$ cat src/lic_pkg.sv
/*
   constants for the line interface control register block: register
   indices, field positions, reset values and timing figures.
   assumes a 40 MHz system clock and a 32-bit APB register bus.
*/
package lic_pkg;

   // register indices as printed, byte address is four times the index
   localparam logic [7:0] LIC_IDX_CTRL5  = 8'h1F;
   localparam logic [7:0] LIC_IDX_GSTART = 8'h20;
   localparam logic [7:0] LIC_IDX_IRQSTA = 8'h21;
   localparam logic [7:0] LIC_IDX_IRQMSK = 8'h22;
   localparam logic [7:0] LIC_IDX_AUX    = 8'h23;
   localparam logic [7:0] LIC_IDX_LVSTAT = 8'h24;

   // first control register fields
   localparam int LIC_C5_FULL  = 7;
   localparam int LIC_C5_FOH   = 5;
   localparam int LIC_C5_EXT   = 3;
   localparam int LIC_C5_RX_HIGHPASS_SELECT  = 1;
   localparam int LIC_C5_LINE_VOLT_ZERO_FORCE_DISABLE  = 0;
   localparam logic [7:0] LIC_C5_RESET  = 8'h20;
   localparam logic [7:0] LIC_C5_WMASK  = 8'hEB;

   // ground start register fields
   localparam int LIC_GS_TGD  = 2;
   localparam int LIC_GS_TIP  = 1;
   localparam int LIC_GS_RING = 0;
   localparam logic [7:0] LIC_GS_RESET = 8'h00;
   localparam logic [7:0] LIC_GS_WMASK = 8'h03;

   // auxiliary control fields
   localparam int LIC_AUX_OH   = 0;
   localparam int LIC_AUX_OHS  = 1;
   localparam int LIC_AUX_SQ   = 2;
   localparam int LIC_AUX_DCV  = 4;
   localparam int LIC_AUX_MINI = 6;
   localparam logic [7:0] LIC_AUX_RESET = 8'h00;

   // interrupt status bits
   localparam int LIC_IRQ_SEIZED  = 0;
   localparam int LIC_IRQ_RELEASE = 1;
   localparam int LIC_IRQ_POLREV  = 2;
   localparam int LIC_IRQ_TIPGND  = 3;
   localparam int LIC_IRQ_W       = 4;

   // timing: one tick every 100 us
   localparam int    LIC_CLK_HZ      = 40_000_000;
   localparam int    LIC_TICK_US     = 100;
   localparam int    LIC_TICK_CYC    = LIC_CLK_HZ / 1_000_000 * LIC_TICK_US;
   localparam int    LIC_TICKS_PER_MS = 1000 / LIC_TICK_US;
   localparam int    LIC_OH_512_MS   = 512;
   localparam int    LIC_OH_128_MS   = 128;
   localparam int    LIC_OH_64_MS    = 64;
   localparam int    LIC_OH_8_MS     = 8;
   localparam int    LIC_REL_FAST_TK = 1;
   localparam int    LIC_REL_3_MS    = 3;
   localparam int    LIC_REL_26_MS   = 26;
   localparam int    LIC_LV_FORCE_V  = 3;
   localparam int    LIC_TMR_W       = 13;

   typedef enum logic [1:0] {
      LIC_ST_IDLE    = 2'b00,
      LIC_ST_SEIZING = 2'b01,
      LIC_ST_SEIZED  = 2'b11,
      LIC_ST_RELEASE = 2'b10
   } lic_hook_state_t;

endpackage

$ cat src/lic_hook_if.sv
/*
   interface between the register block and its hook timer.
   assumes both ends share the system clock.
*/
`timescale 1ns/1ps
interface lic_hook_if;
   import lic_pkg::*;
   logic                 offhookReq;
   logic [1:0]           offhookDelaySel;
   logic [LIC_TMR_W-1:0] releaseTicks;
   logic                 tick;
   logic                 loopClosed;
   logic                 seizeDone;
   logic                 releaseDone;
   modport ctrl  (output offhookReq, output offhookDelaySel, output releaseTicks, output tick,
                  input loopClosed, input seizeDone, input releaseDone);
   modport timer (input offhookReq, input offhookDelaySel, input releaseTicks, input tick,
                  output loopClosed, output seizeDone, output releaseDone);
endinterface

$ cat src/lic_hook_timer.sv
/*
   hook timer: runs the off-hook counter and the on-hook release delay.
   assumes a tick pulse every 100 us from the register block.
*/
`timescale 1ns/1ps
module lic_hook_timer
   import lic_pkg::*;
(
   // clock and synchronised reset
   input  wire logic    clk,
   input  wire logic    rstSyncN,
   // link to the register block
   lic_hook_if.timer    hook
);

   lic_hook_state_t      state_ff;
   logic [LIC_TMR_W-1:0] count_ff;
   logic                 seizeDone_ff;
   logic                 releaseDone_ff;

   // off-hook counter length in ticks
   function automatic logic [LIC_TMR_W-1:0] seizeTicks(input logic [1:0] sel);
      unique case (sel)
         2'b00: seizeTicks = LIC_TMR_W'(LIC_OH_512_MS * LIC_TICKS_PER_MS);
         2'b01: seizeTicks = LIC_TMR_W'(LIC_OH_128_MS * LIC_TICKS_PER_MS);
         2'b10: seizeTicks = LIC_TMR_W'(LIC_OH_64_MS * LIC_TICKS_PER_MS);
         2'b11: seizeTicks = LIC_TMR_W'(LIC_OH_8_MS * LIC_TICKS_PER_MS);
      endcase
   endfunction

   // sequence: counter runs on request, release timed from request clear
   always_ff @(posedge clk or negedge rstSyncN) begin
      if (!rstSyncN) begin
         state_ff       <= LIC_ST_IDLE;
         count_ff       <= '0;
         seizeDone_ff   <= 1'b0;
         releaseDone_ff <= 1'b0;
      end else begin
         seizeDone_ff   <= 1'b0;
         releaseDone_ff <= 1'b0;
         unique case (state_ff)
            LIC_ST_IDLE: begin
               if (hook.offhookReq) begin
                  state_ff <= LIC_ST_SEIZING;
                  count_ff <= seizeTicks(hook.offhookDelaySel);
               end
            end
            LIC_ST_SEIZING: begin
               if (!hook.offhookReq) begin
                  state_ff <= LIC_ST_RELEASE;
                  count_ff <= hook.releaseTicks;
               end else if (hook.tick) begin
                  if (count_ff <= LIC_TMR_W'(1)) begin
                     state_ff     <= LIC_ST_SEIZED;
                     seizeDone_ff <= 1'b1;
                  end
                  count_ff <= count_ff - LIC_TMR_W'(1);
               end
            end
            LIC_ST_SEIZED: begin
               if (!hook.offhookReq) begin
                  state_ff <= LIC_ST_RELEASE;
                  count_ff <= hook.releaseTicks;
               end
            end
            LIC_ST_RELEASE: begin
               // loop current held until the release delay runs out
               if (hook.tick) begin
                  if (count_ff <= LIC_TMR_W'(1)) begin
                     state_ff       <= LIC_ST_IDLE;
                     releaseDone_ff <= 1'b1;
                  end
                  count_ff <= count_ff - LIC_TMR_W'(1);
               end
            end
         endcase
      end
   end

   assign hook.loopClosed  = (state_ff != LIC_ST_IDLE);
   assign hook.seizeDone   = seizeDone_ff;
   assign hook.releaseDone = releaseDone_ff;

endmodule

$ cat src/lic_regs.sv
/*
   line interface control registers behind an APB slave: full-scale and
   filter controls, off-hook and release timing, line voltage status with
   low-voltage forcing, ground start relays and tip ground flag, plus an
   interrupt status and mask pair.
   assumes synchronous analog inputs and a 40 MHz clock; rstn is async.
*/
// Our own choice: the APB slave port.
`timescale 1ns/1ps
module lic_regs
   import lic_pkg::*;
#(
   parameter int TICK_CYC = LIC_TICK_CYC
)
(
   // clock and reset
   input  wire logic        clk,
   input  wire logic        rstn,
   // apb slave
   input  wire logic        psel,
   input  wire logic        penable,
   input  wire logic        pwrite,
   input  wire logic [11:0] paddr,
   input  wire logic [31:0] pwdata,
   output      logic [31:0] prdata,
   output      logic        pready,
   output      logic        pslverr,
   // line side inputs
   input  wire logic [7:0]  lineVoltRaw,
   input  wire logic        tipCurrentFlow,
   // line side controls
   output      logic        fullScaleEn,
   output      logic        rxHighpassSel,
   output      logic        loopClosed,
   output      logic [1:0]  dcTerminationVoltage,
   output      logic [1:0]  minLoopCurrentSel,
   output      logic        tipRelayOpen,
   output      logic        ringRelayOpen,
   // interrupt
   output      logic        irq
);

   // reset release through two flops
   logic rstMeta_ff;
   logic rstSyncN;

   always_ff @(posedge clk or negedge rstn) begin
      if (!rstn) begin
         rstMeta_ff <= 1'b0;
         rstSyncN   <= 1'b0;
      end else begin
         rstMeta_ff <= 1'b1;
         rstSyncN   <= rstMeta_ff;
      end
   end

   // registers
   logic [7:0]           ctrl5_ff;
   logic [7:0]           gstart_ff;
   logic [7:0]           aux_ff;
   logic [LIC_IRQ_W-1:0] irqSta_ff;
   logic [LIC_IRQ_W-1:0] irqMsk_ff;
   logic [7:0]           lvStat_ff;
   logic                 tipFlag_ff;
   logic [31:0]          rdData_ff;
   logic [LIC_IRQ_W-1:0] rdSnap_ff;
   logic [15:0]          tickCnt_ff;
   logic                 tick_ff;

   // bus decode
   logic       setupPh;
   logic       accessPh;
   logic       wrEn;
   logic       rdEn;
   logic [7:0] regIdx;
   logic       addrHit;

   lic_hook_if hook ();

   assign regIdx   = paddr[9:2];
   assign setupPh  = psel && !penable;
   assign accessPh = psel && penable;
   // unmapped addresses answer with an error and have no effect
   assign addrHit  = (paddr[11:10] == 2'b00) && (paddr[1:0] == 2'b00) &&
                     ((regIdx == LIC_IDX_CTRL5)  || (regIdx == LIC_IDX_GSTART) ||
                      (regIdx == LIC_IDX_IRQSTA) || (regIdx == LIC_IDX_IRQMSK) ||
                      (regIdx == LIC_IDX_AUX)    || (regIdx == LIC_IDX_LVSTAT));
   assign wrEn     = accessPh && pwrite && addrHit;
   assign rdEn     = accessPh && !pwrite && addrHit;
   assign pready   = 1'b1;
   assign pslverr  = accessPh && !addrHit;
   assign prdata   = rdData_ff;

   // force a reading at or below the threshold to zero
   function automatic logic [7:0] lineVoltView(input logic [7:0] raw, input logic noForce);
      logic [7:0] mag;
      mag = raw[7] ? (8'h00 - raw) : raw;
      if (!noForce && (mag <= 8'(LIC_LV_FORCE_V)))
         lineVoltView = 8'h00;
      else
         lineVoltView = raw;
   endfunction

   // release delay in ticks from speed bits
   function automatic logic [LIC_TMR_W-1:0] releaseTicks(input logic base, input logic ext,
                                                         input logic [1:0] sq);
      if (base && (sq == 2'b11))
         releaseTicks = LIC_TMR_W'(LIC_REL_26_MS * LIC_TICKS_PER_MS);
      else if (base || ext)
         releaseTicks = LIC_TMR_W'(LIC_REL_3_MS * LIC_TICKS_PER_MS);
      else
         releaseTicks = LIC_TMR_W'(LIC_REL_FAST_TK);
   endfunction

   // first control register; reserved bits 4 and 2 are not stored
   always_ff @(posedge clk or negedge rstSyncN) begin
      if (!rstSyncN)
         ctrl5_ff <= LIC_C5_RESET;
      else if (wrEn && (regIdx == LIC_IDX_CTRL5))
         ctrl5_ff <= pwdata[7:0] & LIC_C5_WMASK;
   end

   // ground start register, relay bits only
   always_ff @(posedge clk or negedge rstSyncN) begin
      if (!rstSyncN)
         gstart_ff <= LIC_GS_RESET;
      else if (wrEn && (regIdx == LIC_IDX_GSTART))
         gstart_ff <= pwdata[7:0] & LIC_GS_WMASK;
   end

   // auxiliary hook and termination controls
   always_ff @(posedge clk or negedge rstSyncN) begin
      if (!rstSyncN)
         aux_ff <= LIC_AUX_RESET;
      else if (wrEn && (regIdx == LIC_IDX_AUX))
         aux_ff <= pwdata[7:0];
   end

   // interrupt mask
   always_ff @(posedge clk or negedge rstSyncN) begin
      if (!rstSyncN)
         irqMsk_ff <= '0;
      else if (wrEn && (regIdx == LIC_IDX_IRQMSK))
         irqMsk_ff <= pwdata[LIC_IRQ_W-1:0];
   end

   // 100 us tick divider for the hook timer
   always_ff @(posedge clk or negedge rstSyncN) begin
      if (!rstSyncN) begin
         tickCnt_ff <= '0;
         tick_ff    <= 1'b0;
      end else if (tickCnt_ff == 16'(TICK_CYC - 1)) begin
         tickCnt_ff <= '0;
         tick_ff    <= 1'b1;
      end else begin
         tickCnt_ff <= tickCnt_ff + 16'h0001;
         tick_ff    <= 1'b0;
      end
   end

   // line voltage status follows the sensed voltage every cycle
   always_ff @(posedge clk or negedge rstSyncN) begin
      if (!rstSyncN)
         lvStat_ff <= 8'h00;
      else
         lvStat_ff <= lineVoltView(lineVoltRaw, ctrl5_ff[LIC_C5_LINE_VOLT_ZERO_FORCE_DISABLE]);
   end

   // tip ground flag; an open tip relay cannot sense grounding so it reads one
   always_ff @(posedge clk or negedge rstSyncN) begin
      if (!rstSyncN)
         tipFlag_ff <= 1'b1;
      else
         tipFlag_ff <= !(tipCurrentFlow && !gstart_ff[LIC_GS_TIP]);
   end

   // events
   logic [LIC_IRQ_W-1:0] irqEvt;
   logic [7:0]           lvNext;

   assign lvNext = lineVoltView(lineVoltRaw, ctrl5_ff[LIC_C5_LINE_VOLT_ZERO_FORCE_DISABLE]);
   always_comb begin
      irqEvt                  = '0;
      irqEvt[LIC_IRQ_SEIZED]  = hook.seizeDone;
      irqEvt[LIC_IRQ_RELEASE] = hook.releaseDone;
      irqEvt[LIC_IRQ_POLREV]  = (lvNext[7] != lvStat_ff[7]);
      irqEvt[LIC_IRQ_TIPGND]  = tipFlag_ff && !tipCurrentFlow ? 1'b0 :
                                (tipFlag_ff && tipCurrentFlow && !gstart_ff[LIC_GS_TIP]);
   end

   // sticky status; a read clears only the bits it returned, new events win
   always_ff @(posedge clk or negedge rstSyncN) begin
      if (!rstSyncN)
         irqSta_ff <= '0;
      else if (rdEn && (regIdx == LIC_IDX_IRQSTA))
         irqSta_ff <= (irqSta_ff & ~rdSnap_ff) | irqEvt;
      else
         irqSta_ff <= irqSta_ff | irqEvt;
   end

   assign irq = |(irqSta_ff & irqMsk_ff);

   // read data captured in the setup phase so prdata comes from a flop
   always_ff @(posedge clk or negedge rstSyncN) begin
      if (!rstSyncN) begin
         rdData_ff <= 32'h0000_0000;
         rdSnap_ff <= '0;
      end else if (setupPh && !pwrite) begin
         rdSnap_ff <= '0;
         unique case (paddr[9:2])
            LIC_IDX_CTRL5:  rdData_ff <= {24'h000000, ctrl5_ff};
            LIC_IDX_GSTART: rdData_ff <= {24'h000000, 5'h00, tipFlag_ff, gstart_ff[1:0]};
            LIC_IDX_IRQSTA: begin
               rdData_ff <= {28'h0000000, irqSta_ff};
               rdSnap_ff <= irqSta_ff;
            end
            LIC_IDX_IRQMSK: rdData_ff <= {28'h0000000, irqMsk_ff};
            LIC_IDX_AUX:    rdData_ff <= {24'h000000, aux_ff};
            LIC_IDX_LVSTAT: rdData_ff <= {24'h000000, lvStat_ff};
            default:        rdData_ff <= 32'h0000_0000;
         endcase
      end
   end

   // hook timer hookup
   assign hook.offhookReq      = aux_ff[LIC_AUX_OH];
   assign hook.offhookDelaySel = ctrl5_ff[LIC_C5_FOH +: 2];
   assign hook.releaseTicks    = releaseTicks(aux_ff[LIC_AUX_OHS], ctrl5_ff[LIC_C5_EXT],
                                              aux_ff[LIC_AUX_SQ +: 2]);
   assign hook.tick            = tick_ff;

   lic_hook_timer u_timer (
      .clk      (clk),
      .rstSyncN (rstSyncN),
      .hook     (hook.timer)
   );

   // line side controls straight from the registers, loop state from the hook timer
   assign fullScaleEn          = ctrl5_ff[LIC_C5_FULL];
   assign rxHighpassSel        = ctrl5_ff[LIC_C5_RX_HIGHPASS_SELECT];
   assign tipRelayOpen         = gstart_ff[LIC_GS_TIP];
   assign ringRelayOpen        = gstart_ff[LIC_GS_RING];
   assign loopClosed           = hook.loopClosed;
   assign dcTerminationVoltage = aux_ff[LIC_AUX_DCV +: 2];
   assign minLoopCurrentSel    = aux_ff[LIC_AUX_MINI +: 2];

endmodule

$ cat config.mk
export PLATFORM = sky130hd
export DESIGN_NAME = lic_regs
export DESIGN_NICKNAME = d
export VERILOG_FILES = /design/src/lic_pkg.sv /design/src/lic_hook_if.sv /design/src/lic_hook_timer.sv /design/src/lic_regs.sv
export SDC_FILE = /design/constraint.sdc
export NUM_CORES = 1
export LEC_CHECK = 0
export BUFFER_PORTS_ARGS = -buffer_cell sky130_fd_sc_hd__buf_2
export CAP_MARGIN = 20
export CORE_MARGIN = 2
export CORE_UTILIZATION = 30
export CTS_CLUSTER_DIAMETER = 40
export DETAILED_ROUTE_END_ITERATION = 10
export GPL_ROUTABILITY_DRIVEN = 0
export SYNTH_ARGS = -nofsm -noshare
export SYNTH_HDL_FRONTEND = slang
export SYNTH_SLANG_ARGS = --single-unit
$ cat constraint.sdc
create_clock -name clk -period 2.6 [get_ports clk]
set_input_delay 0.78 -clock clk [delete_from_list [all_inputs] [get_ports clk]]
set_output_delay 0.78 -clock clk [all_outputs]
set_load 0.02 [all_outputs]
==> key figures <==
Run status
  – Status: finished clean

Routing
  – Avg WL per Cell: between 15 and 20 um
  – Pre-antenna DRT Iters: 4
  – Drt total wl: roughly 11,000 um
  – Initial DRC count: approximately 320
  – Final ANT Viol Nets: 0
  – Via count: ~3,600
  – DRC: 0
  – Vias per cell: a little over 5

Synthesis
  – Post-synth top flop: dfrtp_1
  – Count of cell types in the netlist: slightly below 70
  – Post-synth EDFFs: 0
  – Yosys top cell by area: dfrtp_1
  – Syn Std Cell Area: 4500 um2
  – Flop and latch count out of synthesis: between 80 and 90
  – Post-synthesis async set-or-reset flop share: 100%
  – Area contributors post-synth: dfrtp_1, mux2_2, buf_4
  – Share of the synthesized area in the top cell type: a little over two fifths
  – Yosys warns: 0
  – Cell count after synthesis: approximately 450
  – Register area share after synthesis: approximately 45%
  – Mapped Avg Cell Area: 9.93 um2

Timing
  – Final setup fails: 0
  – Final Skew: ~0.0097 ns
  – Fmax: 385 MHz
  – RSZ-0062 raised after global routing: yes
  – Worst slew pin tran: between 0.6 and 0.7 ns
  – Final hold vios: 0
  – Period minus WS final: about 2.6 ns
  – Max-slew headroom: roughly three fifths
  – Slew Viols, Final: 0
  – Period utilization: 99.8%

Layout
  – Layout area overhead: 18.9%
  – Nets: between 500 and 600
  – Commonest non-fill, non-tap cells in the layout: dfrtp_1, buf_2, nand2_1, nor2_1, o21ai_0
  – Most common cell after layout, fill and taps aside: dfrtp_1
  – Ant diodes: 0
  – Core Util, Final: 36.7%
  – Share of layout cells above drive strength 1: around a quarter
  – Fill cells: 1,463

Global route
  – First-pass GRT wire length: around 18,000 um
  – Number of global-route vias before repair: around 3,500
  – Largest net degree at the start of global routing: 80
  – Gr usage total: 13.9%
  – GRT overflow: 0
  – Antenna violations before repair: 0

Critical path
  – Crit path cell chain: buf_6 -> or3b_4 -> nor3_4 -> o21ai_2 -> nand2_2 -> a21oi_4 -> buf_6
  – Cell mode on critical path: buf_6
  – Critical path class: in -> out
  – Max stage delay on crit path: ~0.40 ns
  – Critical Path End Type: output pin
  – Crit-path leading delay family: simple AND/OR/NAND/NOR gates
  – Crit path launch type: primary input
  – CP Depth: 7
  – CP arrival: 1.82 ns
  – Reg2Reg Depth: 4
  – Crit-path max FO: 2
  – Worst Path Buf+Inv: 2
  – CP required: 1.82 ns
  – Slowest-stage cell, CP: or3b_4

Die
  – Die Y: between 100 and 150 um
  – Die ar.: between 15,000 and 20,000 um2
  – Initial Util: 30.8%
  – # rows: 44
  – Top-level I/O count: ~100
  – Die width: approximately 130 um
  – Core ar.: 14,600 um2

Power and ir drop
  – Max VDD drop: 317 uV
  – Pleak: around 0.0025 uW
  – Pwr per Cell Area: between 500 and 600 nW/um2
  – Tot Pwr: between 2000 and 3000 uW

Worst hold path
  – Min-Delay Path Class: in -> async

Clock tree
  – H-tree levels: 3
  – Clock insertion delay at the later pin of the skew report: 0.34 ns
  – Clk root buf: clkbuf_16
  – TritonCTS buffer count: 9
  – Clock sink count: between 80 and 90
  – Clock Tree Buf Depth: 2
  – CTS tree: done
  – Clock-pin slew on the worst setup and hold paths: around 0.060 ns

Placement
  – HPWL Detailed: ~8000 um
  – Port bufs: 52

Job
  – Max-Cap Viols: 0
[what timing repair did]
action	CTS	global route
pin swaps	5	0
buffers inserted	1	0
gates resized for setup	4	1
hold buffers	0	0
endpoints found under the setup margin	1	1
[routing by layer]
metal  GRT usage [%]  vias to the layer above  wire length, um
li1                -                     1719                -
met1            18.9                     1733             4910
met2            22.1                      108             5060
met3            2.99                       12              566
met4            4.65                        0              174
met5               0                        -                0
[registers in the layout (all words and copies together), names as in the netlist]
name and flops:
tipFlag_ff 1, lvStat_ff 8, rdSnap_ff 4, rstMeta_ff 1
irqMsk_ff 4, aux_ff 8, tickCnt_ff 16, u_timer.hook.seizeDone 1
u_timer.count_ff 13, gstart_ff 2, prdata 8, u_timer.state_ff 2
rstSyncN 1, ctrl5_ff 6, hook.tick 1, irqSta_ff 4
u_timer.hook.releaseDone 1
[worst paths after layout]
| kind | slack (ns) | to | from |
|---|---|---|---|
| hold / removal | 0.22 | rstSyncN | rstn |
| setup / recovery | 0.004 | pslverr | paddr[6] |
| max in group asynchronous | 1.76 | ctrl5_ff[5] | rstSyncN |
| hold reg to reg | 0.22 | u_timer.count_ff[5] | rstSyncN |
| min in group clk | 0.36 | rstSyncN | rstMeta_ff |
| setup reg to reg | 0.56 | u_timer.state_ff[1] | u_timer.count_ff[5] |
[metrics by stage]
step	setup WS (ns)	cell area, um2	hold WS [ns]	cells	TNS, ns
global placement	-0.120	4990	0.341	692	-0.120
floorplan	0.0350	4610	0.331	477	0
detailed placement	-0.132	4990	0.345	692	-0.132
CTS	0.0106	5320	0.207	709	0
global route	-0.0383	5350	0.206	710	-0.0383
finish	0.00405	5350	0.218	710	0
[area by class of cell]
class	instances	area, um2	share of cell area (%)
flip-flops and latches	81	2030	38.0
clock buffers	11	243	4.54
repair buffers	78	494	9.24
well taps	184	230	4.30
clock inverters	5	62.6	1.17
inverters	12	45.0	0.842
multi-input cells	339	2240	41.9
[power by group]
| group | internal, uW | total, uW | switching, uW | leakage, uW |
|---|---|---|---|---|
| Combinational | 113 | 290 | 178 | 0.00128 |
| Clock | 775 | 1280 | 509 | 0.000142 |
| Sequential | 1300 | 1360 | 61.3 | 0.00105 |
| Total | 2190 | 2940 | 748 | 0.00247 |
[cell families (layout without fill, tap and decap cells)]
group	after synthesis	in the layout	share of synthesized area [%]
mux	24	24	6.48
compound gates	101	101	15.4
flops	81	81	45.1
buf+inv	57	106	7.70
fa+ha+maj	4	4	1.11
xor+xnor	15	15	2.92
simple gates	169	169	21.2
other cells	2	26	0.167
[cell usage after synthesis, types with 4 or more instances]
| library cell | number |
|---|---|
| a21oi_1 | 19 |
| xor2_1 | 8 |
| clkbuf_1 | 10 |
| nand3_1 | 20 |
| buf_4 | 29 |
| a21o_1 | 4 |
| and2_1 | 10 |
| nor3_1 | 13 |
| ha_1 | 4 |
| and3_1 | 5 |
| a22o_1 | 10 |
| nor2_1 | 34 |
| o2bb2ai_1 | 8 |
| mux2_2 | 21 |
| inv_1 | 12 |
| dfrtp_1 | 79 |
| nand4_1 | 5 |
| a22oi_1 | 6 |
| nor4_1 | 5 |
| o21ai_0 | 28 |
| xnor2_1 | 7 |
| nand2_1 | 41 |
Power figures use the tool's default switching activity.
